<file path="src/inc/ttms_pkg.sv">
package ttms_pkg;

	// ----------------------------------------
	// Register map (byte addresses)
	// ----------------------------------------
	localparam logic [3:0] ADDR_MODE = 4'h0;
	localparam logic [3:0] ADDR_STAT = 4'h4;

	// Mode register field positions
	localparam int MODE_LO_POS = 3;
	localparam int MODE_HI_POS = 4;
	localparam int MON_POS = 2;

	// Status register field positions
	localparam int ST_CRU_POS = 0;
	localparam int ST_FIFO_POS = 1;
	localparam int ST_LOOP_POS = 2;
	localparam int ST_GAIN_POS = 3;

	// Reset values
	localparam logic MON_RESET = 1'b0;
	localparam logic [7:0] MODE_RESET = 8'h00;

	// Strap decode codes
	localparam logic [1:0] STRAP_LOW = 2'h0;
	localparam logic [1:0] STRAP_FLOAT = 2'h1;
	localparam logic [1:0] STRAP_HIGH = 2'h2;

	// Cycles after reset release before the strap is sampled
	localparam logic [1:0] STRAP_SETTLE = 2'h3;

	// Serial transmit mode codes
	typedef enum logic [1:0] {
		TTMS_SYNC_FIFO = 2'b00,
		TTMS_PLESIO = 2'b01,
		TTMS_SYNC_CRU = 2'b10,
		TTMS_LOOP = 2'b11
	} ttms_mode_t;

endpackage

</file>
<file path="src/logic/ttms_strap_decode.sv">
`timescale 1ns/1ns
`default_nettype none

// ----------------------------------------
// Three-state strap decoder
// ----------------------------------------
// The strap is sensed twice: once with a weak pull-up and once with a weak
// pull-down applied. A floating pin follows the pull, a driven one does not.
module ttms_strap_decode (
	input wire logic core_clk,
	input wire logic resetn,
	input wire logic strap_in,
	output logic pull_up_en,
	output logic [1:0] strap_code,
	output logic strap_valid
);
	logic s1_reg, s2_reg, s1_next, s2_next;
	logic [1:0] cnt_reg, cnt_next;
	logic up_seen_reg, up_seen_next;
	logic [1:0] code_reg, code_next;
	logic valid_reg, valid_next;

	// Next state: sample high phase, then low phase, then decide
	always_comb begin
		s1_next = strap_in;
		s2_next = s1_reg;
		cnt_next = cnt_reg;
		up_seen_next = up_seen_reg;
		code_next = code_reg;
		valid_next = valid_reg;
		if (!valid_reg) begin
			cnt_next = cnt_reg + 2'h1;
			if (cnt_reg == ttms_pkg::STRAP_SETTLE) begin
				if (pull_up_en) begin
					up_seen_next = s2_reg;
				end else begin
					valid_next = 1'b1;
					if (up_seen_reg && !s2_reg)
						code_next = ttms_pkg::STRAP_FLOAT;
					else if (s2_reg)
						code_next = ttms_pkg::STRAP_HIGH;
					else
						code_next = ttms_pkg::STRAP_LOW;
				end
			end
		end
	end

	always_ff @(posedge core_clk) begin
		if (!resetn) begin
			s1_reg <= 1'b0;
			s2_reg <= 1'b0;
			cnt_reg <= 2'h0;
			up_seen_reg <= 1'b0;
			code_reg <= ttms_pkg::STRAP_LOW;
			valid_reg <= 1'b0;
			pull_up_en <= 1'b1;
		end else begin
			s1_reg <= s1_next;
			s2_reg <= s2_next;
			cnt_reg <= cnt_next;
			up_seen_reg <= up_seen_next;
			code_reg <= code_next;
			valid_reg <= valid_next;
			if (!valid_reg && cnt_reg == ttms_pkg::STRAP_SETTLE)
				pull_up_en <= 1'b0;
		end
	end

	assign strap_code = code_reg;
	assign strap_valid = valid_reg;
endmodule

`default_nettype wire

</file>
<file path="src/logic/ttms_top.sv">
`timescale 1ns/1ns
`default_nettype none

// Notes on behaviour
// Mode 01 routes data through clock recovery and bypasses the FIFO.
// Mode 11 uses recovered receive clock for transmit DLL and FIFO.
// In parallel operation only mode 11 changes timing, enabling loop timing.
// After reset mode loads from strap: low 00, float 11, high 01.
// Monitor enable resets to 0; set commands 20dB flat receive gain.
// Monitor enable acts only in CMI line coding, never in NRZ.
// In serial operation the mode field picks transmit clocking and routing.
// Mode 00 passes clock and data through FIFO, clock recovery unused.
// Mode 10 passes data through clock recovery, then the FIFO.
// Mode and monitor fields stay writable; writes act without reset.
module ttms_top (
	input wire logic core_clk,
	input wire logic resetn,
	input wire logic wb_cyc_i,
	input wire logic wb_stb_i,
	input wire logic wb_we_i,
	input wire logic [3:0] wb_adr_i,
	input wire logic [3:0] wb_sel_i,
	input wire logic [31:0] wb_dat_i,
	output logic [31:0] wb_dat_o,
	output logic wb_ack_o,
	input wire logic clock_mode_strap,
	output logic strap_pull_up_en,
	input wire logic parallel_interface_select,
	input wire logic cmi_coding_sel,
	output logic cru_route_en,
	output logic fifo_route_en,
	output logic loop_timing_en,
	output logic rx_flat_gain_en
);
	// ----------------------------------------
	// Strap capture
	// ----------------------------------------
	logic [1:0] strap_code;
	logic strap_valid;
	logic pull_up_w;

	ttms_strap_decode u_strap (
		.core_clk(core_clk),
		.resetn(resetn),
		.strap_in(clock_mode_strap),
		.pull_up_en(pull_up_w),
		.strap_code(strap_code),
		.strap_valid(strap_valid)
	);

	// Strap code to default mode
	function automatic ttms_pkg::ttms_mode_t strap_to_mode(
		input logic [1:0] code
	);
		case (code)
			ttms_pkg::STRAP_FLOAT: strap_to_mode = ttms_pkg::TTMS_LOOP;
			ttms_pkg::STRAP_HIGH: strap_to_mode = ttms_pkg::TTMS_PLESIO;
			default: strap_to_mode = ttms_pkg::TTMS_SYNC_FIFO;
		endcase
	endfunction

	// ----------------------------------------
	// Pin synchronisers for level inputs
	// ----------------------------------------
	logic par_s1_reg, par_s2_reg, cmi_s1_reg, cmi_s2_reg;

	// Control pins may be moved by board logic in any clock domain
	always_ff @(posedge core_clk) begin
		if (!resetn) begin
			par_s1_reg <= 1'b0;
			par_s2_reg <= 1'b0;
			cmi_s1_reg <= 1'b0;
			cmi_s2_reg <= 1'b0;
		end else begin
			par_s1_reg <= parallel_interface_select;
			par_s2_reg <= par_s1_reg;
			cmi_s1_reg <= cmi_coding_sel;
			cmi_s2_reg <= cmi_s1_reg;
		end
	end

	// ----------------------------------------
	// Mode register and Wishbone slave
	// ----------------------------------------
	ttms_pkg::ttms_mode_t mode_reg, mode_next;
	logic mon_reg, mon_next;
	logic loaded_reg, loaded_next;
	logic ack_reg, ack_next;
	logic [31:0] dat_reg, dat_next;
	logic req;
	logic [7:0] mode_byte;
	logic [7:0] stat_byte;

	assign req = wb_cyc_i && wb_stb_i && !ack_reg;
	assign mode_byte = {3'h0, mode_reg, mon_reg, 2'h0};
	assign stat_byte = {4'h0, rx_flat_gain_en, loop_timing_en,
		fifo_route_en, cru_route_en};

	// Strap load once after reset, then software owns the fields
	always_comb begin
		mode_next = mode_reg;
		mon_next = mon_reg;
		loaded_next = loaded_reg;
		ack_next = req;
		dat_next = 32'h0000_0000;
		if (strap_valid && !loaded_reg) begin
			mode_next = strap_to_mode(strap_code);
			loaded_next = 1'b1;
		end
		if (req && wb_we_i && wb_adr_i == ttms_pkg::ADDR_MODE
			&& wb_sel_i[0]) begin
			// Writes act immediately; a write racing the strap load wins
			mode_next = ttms_pkg::ttms_mode_t'(
				wb_dat_i[ttms_pkg::MODE_HI_POS:ttms_pkg::MODE_LO_POS]);
			mon_next = wb_dat_i[ttms_pkg::MON_POS];
		end
		if (req && !wb_we_i) begin
			case (wb_adr_i)
				ttms_pkg::ADDR_MODE: dat_next = {24'h0, mode_byte};
				ttms_pkg::ADDR_STAT: dat_next = {24'h0, stat_byte};
				default: dat_next = 32'h0000_0000;
			endcase
		end
	end

	always_ff @(posedge core_clk) begin
		if (!resetn) begin
			mode_reg <= ttms_pkg::TTMS_SYNC_FIFO;
			mon_reg <= ttms_pkg::MON_RESET;
			loaded_reg <= 1'b0;
			ack_reg <= 1'b0;
			dat_reg <= 32'h0000_0000;
		end else begin
			mode_reg <= mode_next;
			mon_reg <= mon_next;
			loaded_reg <= loaded_next;
			ack_reg <= ack_next;
			dat_reg <= dat_next;
		end
	end

	// ----------------------------------------
	// Transmit timing path decode
	// ----------------------------------------
	logic cru_next, fifo_next, loop_next, gain_next;

	// Parallel mode only honours loop timing; paths follow serial mode
	always_comb begin
		cru_next = 1'b0;
		fifo_next = 1'b0;
		loop_next = 1'b0;
		if (par_s2_reg) begin
			loop_next = (mode_reg == ttms_pkg::TTMS_LOOP);
			fifo_next = 1'b1;
		end else begin
			case (mode_reg)
				ttms_pkg::TTMS_SYNC_FIFO: begin
					fifo_next = 1'b1;
				end
				ttms_pkg::TTMS_PLESIO: begin
					cru_next = 1'b1;
				end
				ttms_pkg::TTMS_SYNC_CRU: begin
					cru_next = 1'b1;
					fifo_next = 1'b1;
				end
				ttms_pkg::TTMS_LOOP: begin
					loop_next = 1'b1;
					fifo_next = 1'b1;
				end
				default: fifo_next = 1'b1;
			endcase
		end
		// Gain stage exists only in the CMI front end
		gain_next = mon_reg && cmi_s2_reg;
	end

	always_ff @(posedge core_clk) begin
		if (!resetn) begin
			cru_route_en <= 1'b0;
			fifo_route_en <= 1'b0;
			loop_timing_en <= 1'b0;
			rx_flat_gain_en <= 1'b0;
			strap_pull_up_en <= 1'b1;
		end else begin
			cru_route_en <= cru_next;
			fifo_route_en <= fifo_next;
			loop_timing_en <= loop_next;
			rx_flat_gain_en <= gain_next;
			strap_pull_up_en <= pull_up_w;
		end
	end

	assign wb_ack_o = ack_reg;
	assign wb_dat_o = dat_reg;
endmodule

`default_nettype wire

</file>
<file path="config.mk">
export PLATFORM = sky130hd
export DESIGN_NAME = ttms_top
export DESIGN_NICKNAME = d
export VERILOG_FILES = /design/src/inc/ttms_pkg.sv /design/src/logic/ttms_strap_decode.sv /design/src/logic/ttms_top.sv
export SDC_FILE = /design/constraint.sdc
export NUM_CORES = 1
export LEC_CHECK = 0
export BUFFER_PORTS_ARGS = -buffer_cell sky130_fd_sc_hd__buf_2
export CAP_MARGIN = 10
export CORE_MARGIN = 1
export CORE_UTILIZATION = 35
export DETAILED_ROUTE_END_ITERATION = 6
export HOLD_SLACK_MARGIN = 0.05
export PLACE_DENSITY = 0.7
export SLEW_MARGIN = 25
export SYNTH_ARGS = -nofsm -noshare
export SYNTH_HDL_FRONTEND = slang
export SYNTH_SLANG_ARGS = --single-unit
</file>
<file path="constraint.sdc">
create_clock -name core_clk -period 3.5 [get_ports core_clk]
set_clock_uncertainty 0.05 [all_clocks]
set_input_delay 0.7 -clock core_clk [delete_from_list [all_inputs] [get_ports core_clk]]
set_output_delay 0.7 -clock core_clk [all_outputs]
set_load 0.02 [all_outputs]
</file>
==> run metrics <==
pin count of the biggest net entering global routing 17; Synth Area in Adders 4.124%; Seq/Total Area, Yosys 46.19%; critical path class input port to register; postcts setup bufs 0; WL/cell 8.636 um; commonest non-fill, non-tap cell in the layout dfxtp_1; Post-Syn Area 1214 um^2; chip height 60.89 um; WP data required 3.69 ns; fin area 1311 um^2; Clk Tree Root Cell clkbuf_4; largest fanout on the critical path 5; vias in the first global route 683; buffers added on ports 26; Setup crit start kind input port; Resized cells post-CTS 0; multi-input logic area 518.0 um^2; synthesized instance count 126; DP Area 1289 um^2; Cell variety after synth 28; Antenna Nets Post-Route 0; NetSw 132.6 uW; initial antenna violation count 0; Tmin final 1.745 ns; final setup vio count 0; FILL cells 357; Register Area 560.5 um^2; max frequency 573.1 MHz; Area growth syn-to-layout 8.041%; CTS Sinks 28; Core ar. 3337 um^2; TritonCTS clock tree yes; endpoints failing hold 0; syn_area_per_cell 9.632 um^2; I/O pin total 86; Die Wd 60.89 um; Power Density 393.9 nW/um^2; Antenna diodes 0; combinational family with the most area after synthesis simple AND/OR/NAND/NOR gates; clock share of power 24.3%; # nets final 206; global-route wire length before repair 2.766 mm; status completed; GRT Overall Usage 10.42%; Clk Latency, worst-skew pair 0.32 ns; RSZ-0062 raised after global routing false; # rows 21; Syn. warnings 0; final period utilization 49.86%; DR vias 809; Overflow after GRT 0; Worst-path clk slew 0.14 ns; TritonCTS Buffers 3; Hold WC Path Type register to register; Die ar. 3707 um^2; #FFs+latches synth 28; max-capacitance violation count 0; sequential share of power 64.2%; most frequent cells in the layout dfxtp_1, conb_1, buf_2, nor2_1, mux2i_1; Max Slew Vio Count 0; Initial Util 36.37%; hold bufs inserted after CTS 0; cell internal pwr 383.9 uW; P_leak 0.0006243 uW; max reg flops 5; simple-gate share of the synthesized area 20.00%; Comb power frac 11.5%; Via-to-Cell Ratio 4.086; post-synthesis mux area share 6.598%; Compound-Gate Fraction of Synth Area 2.887%; CP arrival 1.94 ns; xor/xnor cell area share of the yosys netlist 0.7216%; setup TNS 0 ns; RD Place Congestion 0.7096; first drt pass iteration count 2; layout cells sized above 1 21.05%; H-tree levels 1; hpwl dp 1.334 mm; crit end category register; drt initial violations 18; fin util 39.30%; DRC viols 0; Net Sw Frac 25.67%; worst vdd ir 138.1 uV; CTS max path bufs 2; routed wire length 1.710 mm
[area by class of cell]
class	instances	area share, %
Multi-Input combinational cell	89	39.50
Clock buffer	3	1.718
Inverter	6	1.718
Tap cell	46	4.389
Sequential cell	28	42.75
Timing Repair Buffer	26	9.924
[logic make-up (layout without fill, tap and decap cells)]
| family | after synthesis | after routing |
|---|---|---|
| buf+inv | 35 | 35 |
| other cells | 1 | 27 |
| flops | 28 | 28 |
| mux | 8 | 8 |
| compound gates | 6 | 6 |
| fa+ha+maj | 4 | 4 |
| xor+xnor | 1 | 1 |
| simple gates | 43 | 43 |
[layer usage]
metal	vias up	part of all wire (%)	global-route usage, %
met4	0	2.5	6.818
met5	-	0	0
met3	4	6.3	2.772
li1	411	-	-
met2	32	46	17.58
met1	362	45	11.53
[power groups by stage]
stage | Combinational (uW) | Clock, uW | Sequential, uW
floorplan | 65.5 | 0 | 340
global placement | 58.8 | 0 | 339
detailed placement | 59.6 | 0 | 339
CTS | 59.7 | 132 | 332
global route | 66.1 | 148 | 333
finish | 59.4 | 125 | 332
[critical path: stages]
cell	delay [ns]
buf_2	0.13
or4_4	0.54
or3_1	0.37
a211oi_1	0.20
[cells in the mapped netlist (all sizes together)]
library cell / number / area share (%)
a211oi: 1 / 0.62
a21oi: 3 / 1.2
and2: 7 / 3.6
and3: 4 / 2.3
and4b: 1 / 0.82
buf: 27 / 17
clkbuf: 2 / 0.62
clkinv: 1 / 0.31
conb: 1 / 0.31
dfxtp: 28 / 46
ha: 4 / 4.1
inv: 5 / 1.5
mux2i: 8 / 6.6
nand2: 6 / 1.9
nand2b: 1 / 0.52
nand3: 1 / 0.41
nand3b: 4 / 2.5
nor2: 9 / 2.8
nor2b: 2 / 1.0
nor3: 4 / 1.6
nor3b: 1 / 0.62
nor4: 1 / 0.52
o211ai: 1 / 0.62
o21ai: 1 / 0.41
or3: 1 / 0.52
or4: 1 / 0.93
xor2: 1 / 0.72
[path summary, 6_finish.rpt]
path / start / to / slack, ns / cells past startpoint
max: wb_adr_i[2] / mode_reg[1] / 1.76 / 4
min: par_s2_reg / cru_route_en / 0.39 / 1
max reg2reg: u_strap.cnt_reg[0] / u_strap.strap_code[1] / 2.15 / 4
min reg2reg: par_s2_reg / cru_route_en / 0.39 / 1
[stage by stage]
step | total power (uW) | setup slack, ns | hold WS [ns] | std cells
finish | 516.5 | 1.755 | 0.3871 | 198
global route | 547.7 | 1.703 | 0.4230 | 198
CTS | 523.6 | 1.754 | 0.3869 | 198
detailed placement | 398.4 | 1.406 | 0.3616 | 195
global placement | 397.3 | 1.412 | 0.3562 | 195
floorplan | 405.3 | 1.615 | 0.3475 | 152
Power figures use the tool's default switching activity.
